$ cat src/verilog/dpsc_pkg.sv
package dpsc_pkg;
  localparam int CLK_HZ          = 100_000_000;
  localparam int RESUME_WAIT_MS  = 200;
  localparam int RESUME_WAIT_CYC = RESUME_WAIT_MS * (CLK_HZ / 1000);
  localparam int VSYNC_SLEEP_CNT = 2;
  localparam int IDLE_UNIT_CYC   = 1024;
  localparam int PANEL_STEP_CYC  = 4096;
  localparam int PANEL_LVL_ON    = 4;

  // device configuration port indices and register reset value
  localparam logic [2:0] CFG_POWER_MODE  = 3'h0;
  localparam logic [2:0] CFG_BLOCK_DIS   = 3'h1;
  localparam logic [2:0] CFG_PANEL_PWR   = 3'h2;
  localparam logic [2:0] CFG_IDLE_DET    = 3'h3;
  localparam logic [2:0] CFG_REFCLK_SEL  = 3'h4;
  localparam logic [2:0] CFG_PANEL_SEQ   = 3'h5;
  localparam logic [2:0] CFG_PANEL_TIME  = 3'h6;
  localparam logic [2:0] CFG_STATUS      = 3'h7;
  localparam logic [7:0] CFG_RESET       = 8'h00;

  // field positions
  localparam int PM_SLEEP_SEL = 7;
  localparam int PM_SELF_REF  = 6;
  localparam int PM_CLK_LSB   = 4;
  localparam int RCS_BIT      = 3;
  localparam int PSS_BIT      = 7;
  localparam int PTS_LSB      = 2;
  localparam int IDC_AUTO_LSB = 6;
  localparam int IDC_SEL_LSB  = 0;
  localparam logic [7:0] STBY_BLOCK_MASK = 8'hbe;

  // controller registers on ahb-lite
  localparam logic [7:0] HOST_CTRL_OFF = 8'h00;
  localparam logic [7:0] HOST_STAT_OFF = 8'h04;
  localparam int CTRL_DOWN   = 0;
  localparam int CTRL_AUTO   = 1;
  localparam int CTRL_RESUME = 2;
  localparam int STAT_ACT    = 0;
  localparam int STAT_SEEN   = 1;
  localparam int STAT_PDN    = 2;
  localparam int STAT_PLL    = 3;
  localparam int STAT_BUSY   = 4;
  localparam int STAT_PANEL  = 5;

  typedef struct packed {
    logic [9:0] addr;
    logic       we_n;
    logic [7:0] dqm_n;
    logic       bank;
    logic       rom_enable_n;
    logic       ras_n;
    logic       cas_n;
    logic [1:0] cs_n;
    logic       cke;
  } dpsc_mem_t;

  typedef struct packed {
    logic [23:0] fp_data;
    logic        fp_clk;
    logic        fp_hsync;
    logic        fp_vsync;
    logic        crt_hsync;
    logic        crt_vsync;
  } dpsc_disp_t;
endpackage

$ cat src/verilog/dpsc_link_if.sv
`timescale 1ns/1ps
interface dpsc_link_if;
  logic power_down_n;
  logic pll_wake;
  logic activity;
  logic pll_on;
  modport dev (input power_down_n, input pll_wake,
               output activity, output pll_on);
  modport pmu (output power_down_n, output pll_wake,
               input activity, input pll_on);
endinterface

$ cat src/verilog/dpsc_device.sv
`timescale 1ns/1ps
// Contract
// standby lowers memory, video clock rates
// standby keeps dram refresh running
// standby gates blocks 7,5,4,3,2,1
// standby powers panel off, dpms standby
// software selects sleep before power-down
// mode bit 6 picks self-refresh or cbr
// external refresh clock lets plls stop
// software panel mode drives panel bits
// hardware panel mode sequences panel power
// two vsyncs after power-down enter sleep
// system waits 200 ms around resume
// software re-enables panel after resume; code drives panel_o again from pp_reg or the sequencer as soon as sleep ends
// idle timer match toggles activity
// access clears activity and idle counter
// idle match enters auto-standby when enabled
// pmu may pull power-down after activity
// sleep tri-states host bus outputs
// sleep parks memory pins at fixed levels
// cbr strobes follow 32 khz clock
// memory data lines keep pull-ups
// sleep parks panel, crt, video, gpio pins
// system standby overrides auto-standby
module dpsc_device #(
  parameter int IDLE_UNIT = dpsc_pkg::IDLE_UNIT_CYC,
  parameter int PANEL_STEP = dpsc_pkg::PANEL_STEP_CYC
) (
  input  wire logic                clock_i,
  input  wire logic                sys_rst_i,
  input  wire logic                ce_i,
  dpsc_link_if.dev                 link,
  input  wire logic                cfg_we_i,
  input  wire logic [2:0]          cfg_addr_i,
  input  wire logic [7:0]          cfg_wdata_i,
  output logic      [7:0]          cfg_rdata_o,
  input  wire logic                access_i,
  input  wire logic                vsync_i,
  input  wire logic                refclk32_i,
  input  wire logic                bus_oe_i,
  input  wire dpsc_pkg::dpsc_mem_t  mem_i,
  input  wire dpsc_pkg::dpsc_disp_t disp_i,
  input  wire logic [3:0]          vport_i,
  input  wire logic [3:0]          gpio_i,
  output logic      [1:0]          clk_rate_o,
  output logic      [7:0]          blocks_off_o,
  output logic                     dram_refresh_o,
  output logic                     screen_refresh_o,
  output logic                     pd_refresh_o,
  output logic                     dpms_standby_o,
  output logic                     refclk_ext_o,
  output logic      [3:0]          panel_o,
  output logic                     host_bus_oe_o,
  output dpsc_pkg::dpsc_mem_t       mem_o,
  output logic                     mem_pullup_o,
  output dpsc_pkg::dpsc_disp_t      disp_o,
  output logic      [3:0]          vport_o,
  output logic      [3:0]          gpio_o
);
  import dpsc_pkg::*;
  typedef enum logic [1:0] {
    ST_ACTIVE, ST_STANDBY, ST_SLEEP_WAIT, ST_SLEEP
  } dpsc_state_t;
  dpsc_state_t state_reg;
  logic [7:0]  pm_reg, bd_reg, pp_reg, id_reg;
  logic [7:0]  rcs_reg, pss_reg, pts_reg;
  logic        sys_reg;
  logic [1:0]  vcnt_reg;
  logic        vs_prev_reg, ref_prev_reg;
  logic [31:0] idle_cnt_reg, pan_tmr_reg;
  logic        idle_hit_reg, act_reg;
  logic [2:0]  pan_lvl_reg;
  logic [31:0] idle_period, pan_period;
  logic        idle_fire, auto_ok, vs_rise, ref_tick;
  logic        pdn, sleep, lowp;
  logic [2:0]  pan_target;
  // panel power order: supply, enable, bias, backlight
  function automatic logic [3:0] pan_map(input logic [2:0] lvl);
    pan_map = {lvl >= 3'd4, lvl >= 3'd3, lvl >= 3'd2, lvl >= 3'd1};
    pan_map = {pan_map[3], pan_map[2], pan_map[0], pan_map[1]};
  endfunction
  assign pdn         = link.power_down_n;
  assign sleep       = (state_reg == ST_SLEEP);
  assign lowp        = sleep || (state_reg == ST_STANDBY);
  assign vs_rise     = vsync_i & ~vs_prev_reg;
  assign ref_tick    = refclk32_i & ~ref_prev_reg;
  assign idle_period = 32'(IDLE_UNIT) << id_reg[IDC_SEL_LSB +: 3];
  assign idle_fire   = ~access_i & ~idle_hit_reg &
                       (idle_cnt_reg >= idle_period - 32'd1);
  assign auto_ok     = idle_fire && (id_reg[IDC_AUTO_LSB +: 2] == 2'b11)
                       && !pm_reg[PM_SLEEP_SEL];
  assign pan_period  = 32'(PANEL_STEP) << pts_reg[PTS_LSB +: 2];
  assign pan_target  = lowp ? 3'd0 : 3'(PANEL_LVL_ON);
  always_ff @(posedge clock_i) begin
    if (sys_rst_i) begin
      pm_reg  <= CFG_RESET;
      bd_reg  <= CFG_RESET;
      pp_reg  <= CFG_RESET;
      id_reg  <= CFG_RESET;
      rcs_reg <= CFG_RESET;
      pss_reg <= CFG_RESET;
      pts_reg <= CFG_RESET;
    end else if (ce_i && cfg_we_i) begin
      if (cfg_addr_i == CFG_POWER_MODE) pm_reg <= cfg_wdata_i;
      else if (cfg_addr_i == CFG_BLOCK_DIS) bd_reg <= cfg_wdata_i;
      else if (cfg_addr_i == CFG_PANEL_PWR) pp_reg <= cfg_wdata_i;
      else if (cfg_addr_i == CFG_IDLE_DET) id_reg <= cfg_wdata_i;
      else if (cfg_addr_i == CFG_REFCLK_SEL) rcs_reg <= cfg_wdata_i;
      else if (cfg_addr_i == CFG_PANEL_SEQ) pss_reg <= cfg_wdata_i;
      else if (cfg_addr_i == CFG_PANEL_TIME) pts_reg <= cfg_wdata_i;
    end
  end
  always_ff @(posedge clock_i) begin
    if (sys_rst_i) begin
      cfg_rdata_o <= 8'h00;
    end else if (ce_i) begin
      if (cfg_addr_i == CFG_POWER_MODE) cfg_rdata_o <= pm_reg;
      else if (cfg_addr_i == CFG_BLOCK_DIS) cfg_rdata_o <= bd_reg;
      else if (cfg_addr_i == CFG_PANEL_PWR) cfg_rdata_o <= pp_reg;
      else if (cfg_addr_i == CFG_IDLE_DET) cfg_rdata_o <= id_reg;
      else if (cfg_addr_i == CFG_REFCLK_SEL) cfg_rdata_o <= rcs_reg;
      else if (cfg_addr_i == CFG_PANEL_SEQ) cfg_rdata_o <= pss_reg;
      else if (cfg_addr_i == CFG_PANEL_TIME) cfg_rdata_o <= pts_reg;
      else cfg_rdata_o <= {pan_lvl_reg, act_reg, idle_hit_reg, sys_reg,
                           2'(state_reg)};
    end
  end
  always_ff @(posedge clock_i) begin
    if (sys_rst_i) begin
      vs_prev_reg  <= 1'b0;
      ref_prev_reg <= 1'b0;
    end else if (ce_i) begin
      vs_prev_reg  <= vsync_i;
      ref_prev_reg <= refclk32_i;
    end
  end
  // idle timer stops after one match until the next access
  always_ff @(posedge clock_i) begin
    if (sys_rst_i) begin
      idle_cnt_reg <= 32'd0;
      idle_hit_reg <= 1'b0;
      act_reg      <= 1'b0;
    end else if (ce_i) begin
      if (access_i) begin
        idle_cnt_reg <= 32'd0;
        idle_hit_reg <= 1'b0;
        act_reg      <= 1'b0;
      end else if (idle_fire) begin
        idle_hit_reg <= 1'b1;
        act_reg      <= ~act_reg;
      end else if (!idle_hit_reg) begin
        idle_cnt_reg <= idle_cnt_reg + 32'd1;
      end
    end
  end
  always_ff @(posedge clock_i) begin
    if (sys_rst_i) begin
      state_reg <= ST_ACTIVE;
      sys_reg   <= 1'b0;
      vcnt_reg  <= 2'd0;
    end else if (ce_i) begin
      case (state_reg)
        ST_ACTIVE: begin
          vcnt_reg <= 2'd0;
          if (!pdn) begin
            sys_reg   <= 1'b1;
            state_reg <= pm_reg[PM_SLEEP_SEL] ? ST_SLEEP_WAIT
                                              : ST_STANDBY;
          end else if (auto_ok) begin
            sys_reg   <= 1'b0;
            state_reg <= ST_STANDBY;
          end
        end
        ST_STANDBY: begin
          if (sys_reg && pdn) state_reg <= ST_ACTIVE;
          else if (!sys_reg && !pdn) begin
            sys_reg <= 1'b1;
            if (pm_reg[PM_SLEEP_SEL]) state_reg <= ST_SLEEP_WAIT;
          end else if (!sys_reg && access_i) state_reg <= ST_ACTIVE;
        end
        ST_SLEEP_WAIT: begin
          if (pdn) state_reg <= ST_ACTIVE;
          else if (vs_rise) begin
            vcnt_reg <= vcnt_reg + 2'd1;
            if (vcnt_reg == 2'(VSYNC_SLEEP_CNT - 1))
              state_reg <= ST_SLEEP;
          end
        end
        ST_SLEEP: if (pdn) state_reg <= ST_ACTIVE;
        default: state_reg <= ST_ACTIVE;
      endcase
    end
  end
  always_ff @(posedge clock_i) begin
    if (sys_rst_i) begin
      pan_lvl_reg <= 3'd0;
      pan_tmr_reg <= 32'd0;
    end else if (ce_i) begin
      if (pan_lvl_reg == pan_target) begin
        pan_tmr_reg <= 32'd0;
      end else if (pan_tmr_reg == pan_period - 32'd1) begin
        pan_tmr_reg <= 32'd0;
        pan_lvl_reg <= (pan_lvl_reg < pan_target) ? pan_lvl_reg + 3'd1
                                                  : pan_lvl_reg - 3'd1;
      end else begin
        pan_tmr_reg <= pan_tmr_reg + 32'd1;
      end
    end
  end
  always_ff @(posedge clock_i) begin
    if (sys_rst_i) begin
      clk_rate_o       <= 2'b00;
      blocks_off_o     <= 8'h00;
      dram_refresh_o   <= 1'b1;
      screen_refresh_o <= 1'b1;
      pd_refresh_o     <= 1'b0;
      dpms_standby_o   <= 1'b0;
      refclk_ext_o     <= 1'b1;
      panel_o          <= 4'h0;
      link.activity    <= 1'b0;
      link.pll_on      <= 1'b1;
    end else if (ce_i) begin
      clk_rate_o <= (state_reg == ST_STANDBY) ?
                    pm_reg[PM_CLK_LSB +: 2] : 2'b00;
      blocks_off_o <= bd_reg | (lowp ? STBY_BLOCK_MASK : 8'h00);
      dram_refresh_o   <= ~sleep;
      screen_refresh_o <= ~sleep;
      pd_refresh_o     <= sleep;
      dpms_standby_o   <= (state_reg == ST_STANDBY);
      refclk_ext_o     <= ~rcs_reg[RCS_BIT];
      if (sleep) panel_o <= 4'h0;
      else if (pss_reg[PSS_BIT]) panel_o <= pan_map(pan_lvl_reg);
      else if (lowp) panel_o <= 4'h0;
      else panel_o <= pp_reg[3:0];
      link.activity <= act_reg;
      link.pll_on   <= ~(sleep && (!rcs_reg[RCS_BIT] ||
                       pm_reg[PM_SELF_REF])) || link.pll_wake;
    end
  end
  // pins parked in sleep; core values pass through otherwise
  always_ff @(posedge clock_i) begin
    if (sys_rst_i) begin
      host_bus_oe_o <= 1'b0;
      mem_o         <= '1;
      mem_pullup_o  <= 1'b1;
      disp_o        <= '0;
      vport_o       <= 4'hf;
      gpio_o        <= 4'hf;
    end else if (ce_i) begin
      host_bus_oe_o <= bus_oe_i & ~sleep;
      mem_pullup_o  <= 1'b1;
      if (sleep) begin
        mem_o              <= '1;
        mem_o.cs_n         <= 2'b00;
        mem_o.cke          <= ~pm_reg[PM_SELF_REF];
        mem_o.ras_n        <= pm_reg[PM_SELF_REF] ? 1'b0 : ~ref_tick;
        mem_o.cas_n        <= pm_reg[PM_SELF_REF] ? 1'b0 : ~ref_tick;
        disp_o             <= '0;
        vport_o            <= 4'hf;
        gpio_o             <= 4'hf;
      end else begin
        mem_o   <= mem_i;
        disp_o  <= disp_i;
        vport_o <= vport_i;
        gpio_o  <= gpio_i;
      end
    end
  end
endmodule // dpsc_device

$ cat src/flat_wrapper.sv
// flat-port wrapper written by rule: the top's interface ports become plain ports
module dpsc_device_flat import dpsc_pkg::*;
#(
  parameter int IDLE_UNIT = dpsc_pkg::IDLE_UNIT_CYC,
  parameter int PANEL_STEP = dpsc_pkg::PANEL_STEP_CYC
)
  (clock_i, sys_rst_i, ce_i, cfg_we_i, cfg_addr_i, cfg_wdata_i, cfg_rdata_o, access_i, vsync_i, refclk32_i, bus_oe_i, mem_i, disp_i, vport_i, gpio_i, clk_rate_o, blocks_off_o, dram_refresh_o, screen_refresh_o, pd_refresh_o, dpms_standby_o, refclk_ext_o, panel_o, host_bus_oe_o, mem_o, mem_pullup_o, disp_o, vport_o, gpio_o, link_power_down_n, link_pll_wake, link_activity, link_pll_on);
  dpsc_link_if link_i ();
  input  wire logic clock_i;
  input  wire logic sys_rst_i;
  input  wire logic ce_i;
  input  wire logic cfg_we_i;
  input  wire logic [2:0] cfg_addr_i;
  input  wire logic [7:0] cfg_wdata_i;
  output logic      [7:0] cfg_rdata_o;
  input  wire logic access_i;
  input  wire logic vsync_i;
  input  wire logic refclk32_i;
  input  wire logic bus_oe_i;
  input  wire dpsc_pkg::dpsc_mem_t mem_i;
  input  wire dpsc_pkg::dpsc_disp_t disp_i;
  input  wire logic [3:0] vport_i;
  input  wire logic [3:0] gpio_i;
  output logic      [1:0] clk_rate_o;
  output logic      [7:0] blocks_off_o;
  output logic dram_refresh_o;
  output logic screen_refresh_o;
  output logic pd_refresh_o;
  output logic dpms_standby_o;
  output logic refclk_ext_o;
  output logic      [3:0] panel_o;
  output logic host_bus_oe_o;
  output dpsc_pkg::dpsc_mem_t mem_o;
  output logic mem_pullup_o;
  output dpsc_pkg::dpsc_disp_t disp_o;
  output logic      [3:0] vport_o;
  output logic      [3:0] gpio_o;
  input wire logic [$bits(link_i.power_down_n)-1:0] link_power_down_n;
  input wire logic [$bits(link_i.pll_wake)-1:0] link_pll_wake;
  output wire logic [$bits(link_i.activity)-1:0] link_activity;
  output wire logic [$bits(link_i.pll_on)-1:0] link_pll_on;
  assign link_i.power_down_n = link_power_down_n;
  assign link_i.pll_wake = link_pll_wake;
  assign link_activity = link_i.activity;
  assign link_pll_on = link_i.pll_on;
  dpsc_device #(.IDLE_UNIT(IDLE_UNIT), .PANEL_STEP(PANEL_STEP)) u_core (.clock_i(clock_i), .sys_rst_i(sys_rst_i), .ce_i(ce_i), .link(link_i), .cfg_we_i(cfg_we_i), .cfg_addr_i(cfg_addr_i), .cfg_wdata_i(cfg_wdata_i), .cfg_rdata_o(cfg_rdata_o), .access_i(access_i), .vsync_i(vsync_i), .refclk32_i(refclk32_i), .bus_oe_i(bus_oe_i), .mem_i(mem_i), .disp_i(disp_i), .vport_i(vport_i), .gpio_i(gpio_i), .clk_rate_o(clk_rate_o), .blocks_off_o(blocks_off_o), .dram_refresh_o(dram_refresh_o), .screen_refresh_o(screen_refresh_o), .pd_refresh_o(pd_refresh_o), .dpms_standby_o(dpms_standby_o), .refclk_ext_o(refclk_ext_o), .panel_o(panel_o), .host_bus_oe_o(host_bus_oe_o), .mem_o(mem_o), .mem_pullup_o(mem_pullup_o), .disp_o(disp_o), .vport_o(vport_o), .gpio_o(gpio_o));
endmodule
$ cat config.mk
export PLATFORM = sky130hd
export DESIGN_NAME = dpsc_device_flat
export DESIGN_NICKNAME = d
export VERILOG_FILES = /design/src/verilog/dpsc_pkg.sv /design/src/verilog/dpsc_link_if.sv /design/src/verilog/dpsc_device.sv /design/src/flat_wrapper.sv
export SDC_FILE = /design/constraint.sdc
export NUM_CORES = 1
export LEC_CHECK = 0
export ABC_AREA = 0
export BUFFER_PORTS_ARGS = -buffer_cell sky130_fd_sc_hd__buf_2
export CAP_MARGIN = 30
export CORE_ASPECT_RATIO = 1.75
export CORE_MARGIN = 3
export CORE_UTILIZATION = 60
export DETAILED_ROUTE_END_ITERATION = 10
export PLACE_DENSITY_LB_ADDON = 0.15
export SLEW_MARGIN = 0
export SYNTH_ARGS = -nofsm -noshare
export SYNTH_HDL_FRONTEND = slang
export SYNTH_SLANG_ARGS = --single-unit
$ cat constraint.sdc
create_clock -name clock_i -period 4.7 [get_ports clock_i]
set_input_delay 0.705 -clock clock_i [delete_from_list [all_inputs] [get_ports clock_i]]
set_output_delay 0.705 -clock clock_i [all_outputs]
set_load 0.05 [all_outputs]
==> impl_metrics.tcl <==
set metrics [dict create \
    final_cell_mix "dfxtp_1, buf_2, nor2_1" \
    grt.met3_usage_pct 3.176 \
    antenna_found_initial 1 \
    utilization_pct 72.70 \
    fmax_mhz 315.7 \
    hold_viol_final 0 \
    final.fill_count 1293 \
    grt_pass1_vias 8567 \
    hold_class "in -> reg" \
    cp.arrival_ps 3590 \
    synthesis.area_um2 10030 \
    synth_ff_type "dfxtp_1" \
    synth_edf_count 0 \
    dp_hpwl_um 17940 \
    grt_util_met1_pct 31.48 \
    slew_headroom_pct 39.35 \
    wl_um 25730 \
    yosysUniqueCellTypes 63 \
    p_sw_w 0.001104 \
    crit_required_ps 5120 \
    coreArea_um2 16100 \
    grt_start_max_net_pins 94 \
    pwr-share-comb_pct 11.0 \
    cp_max_fo 17 \
    wl_per_cell_um 17.13 \
    final-seq-area_um2 4484 \
    cts-root-buf "clkbuf_16" \
    cts_setup_buffers 0 \
    drive_gt1_share_pct 19.61 \
    die_h_um 177.0 \
    ys_warn_count 0 \
    num_vias 8838 \
    syn_avg_cell_area_um2 8.860 \
    grt_usage_pct 27.55 \
    fin_nets 1369 \
    sequentialPowerShare_pct 46.4 \
    port_buffers 176 \
    power_density_nw_per_um2 366.5 \
    drt_pass1_iterations 5 \
    maxCapViolations 0 \
    tightest_slew_ps 909.8 \
    grtUsageMet2_pct 50.85 \
    tritoncts "yes" \
    post-route-drc-count 0 \
    ys_seq_area_share_pct 44.71 \
    worst-setup-path-type "reg -> reg" \
    clock_latency_ps 510 \
    status "completed" \
    tns_ps 0 \
    swShare_pct 25.73 \
    fin_worst_skew_ps 12.33 \
    end_kind "register" \
    peakVddDrop_v 0.0003187 \
    setup_violations 0 \
    multiInputGateArea_um2 5169 \
    routed_via_density 5.884 \
    async_flop_share_pct 0 \
    internal-power_w 0.003187 \
    post_cts_resized 0 \
    cts_sinks 224 \
    area_growth_pct 16.73 \
    period_needed_ps 3168 \
    path_clk_slew_ps 70 \
    htreeDepth 1 \
    startpoint_type "register" \
    numCtsBuffers 21 \
    cts_hold_buf 0 \
    placementRows 61 \
    drt_iter0_drc 462 \
    r2r-start "u_core.id_reg[1]$_SDFFE_PP0P_" \
    die_w_um 103.7 \
    ioPinCount 178 \
    setup.worst_path.start "u_core.id_reg[1]$_SDFFE_PP0P_" \
    ant_nets 0 \
    layout_commonest_cell "dfxtp_1" \
    place_congestion 0.8729 \
    slew_viol_final 0 \
    overflow 0 \
    grt.busiest_layer "met2" \
    synth_seq_cells 224 \
    rsz0062_at_grt "no" \
    start_util_pct 62.28 \
    grt_pass1_wl_um 42120 \
    dieArea_um2 18360 \
    period_share_pct 67.40 \
    clockBufferDepth 3 \
    pwr-share-clk_pct 42.6 \
    syn_inst 1132 \
    hold_path.startpoint "mem_i[2]" \
    power.leakage_nw 4.688 \
]
==> cells by family after synthesis <==
logic type	share of synthesized area, %
and+or+nand+nor	24.03
AOI/OAI and AO/OA	12.90
muxes	10.88
DFF	44.71
adders and majority gates	2.495
buffers and inverters	3.817
xor gates and xnor gates	1.135
other	0.03739
==> synth_stat cells, types with 6 or more instances <==
cell / instances / area [um2]
nand4_1: 19 / 118.9
or4_1: 7 / 52.55
a211oi_1: 16 / 120.1
xor2_1: 6 / 52.55
or3_1: 16 / 100.1
nand3_1: 68 / 340.3
a21oi_1: 82 / 410.4
nor2_1: 130 / 488.0
and2_1: 15 / 93.84
nor3_1: 14 / 70.07
clkbuf_1: 53 / 198.9
nand2_1: 94 / 352.8
buf_1: 10 / 37.54
o211ai_1: 7 / 52.55
mux2i_1: 73 / 730.7
o21ai_0: 60 / 300.3
buf_2: 9 / 45.04
mux4_2: 16 / 360.4
xnor2_1: 7 / 61.31
nand2b_1: 40 / 250.2
a31oi_1: 10 / 62.56
ha_1: 20 / 250.2
nor4_1: 7 / 43.79
inv_1: 19 / 71.32
dfxtp_1: 224 / 4484
and3_1: 7 / 43.79
nand3b_1: 29 / 217.7
==> power groups by stage <==
stage,Clock [W],Sequential [W],Combinational (W)
detailed placement,0,0.00203,0.000471
global route,0.00193,0.00200,0.000511
CTS,0.00186,0.00199,0.000474
finish,0.00183,0.00199,0.000473
global placement,0,0.00203,0.000466
floorplan,0,0.00216,0.000206
==> routing by layer <==
metal	share of wire [%]	vias to the layer above
met3	4.3	72
met2	53	226
li1	-	4290
met5	0	-
met4	4.5	0
met1	38	4250
==> path summary, 6_finish.rpt <==
kind,depth (start not counted),slack (ps),to
min,3,430,u_core.mem_o[2]$_SDFFE_PP1P_
max reg2reg,9,1530,u_core.idle_cnt_reg[9]$_SDFFE_PP0P_
max,9,1530,u_core.idle_cnt_reg[9]$_SDFFE_PP0P_
min reg2reg,2,460,u_core.disp_o[24]$_SDFFE_PP0P_
==> worst max-delay path, cell delays in order (launching register included) <==
cell      delay (ps)
dfxtp_1          500
o21ai_0          130
ha_1             340
a21oi_2          140
a21boi_1          90
o41ai_2          550
a21boi_1         390
buf_4            300
or4_1            480
a21oi_1          150
==> layout make-up <==
class                           instances  share of cell area [%]
Antenna cell                            2                 0.04275
Clock buffer                           26                   4.905
Clock inverter                         12                   1.496
Inverter                               19                  0.6092
Multi-Input combinational cell        814                   44.15
Sequential cell                       224                   38.30
Tap cell                              220                   2.351
Timing Repair Buffer                  185                   8.144
==> stage by stage <==
stage | std cells | setup WS [ps] | hold slack (ps) | instance area, um2 | total power, W
after detailed placement | 1462 | 1549 | 445.8 | 10950 | 0.002504
after global routing | 1501 | 1274 | 440.6 | 11710 | 0.004440
after floorplan | 1133 | 2119 | 430.2 | 10030 | 0.002368
after CTS | 1500 | 1577 | 429.1 | 11700 | 0.004320
final | 1502 | 1532 | 434.4 | 11710 | 0.004291
after global placement | 1461 | 1627 | 442.2 | 10950 | 0.002498
Note: power is estimated with default switching activity, not from simulation.
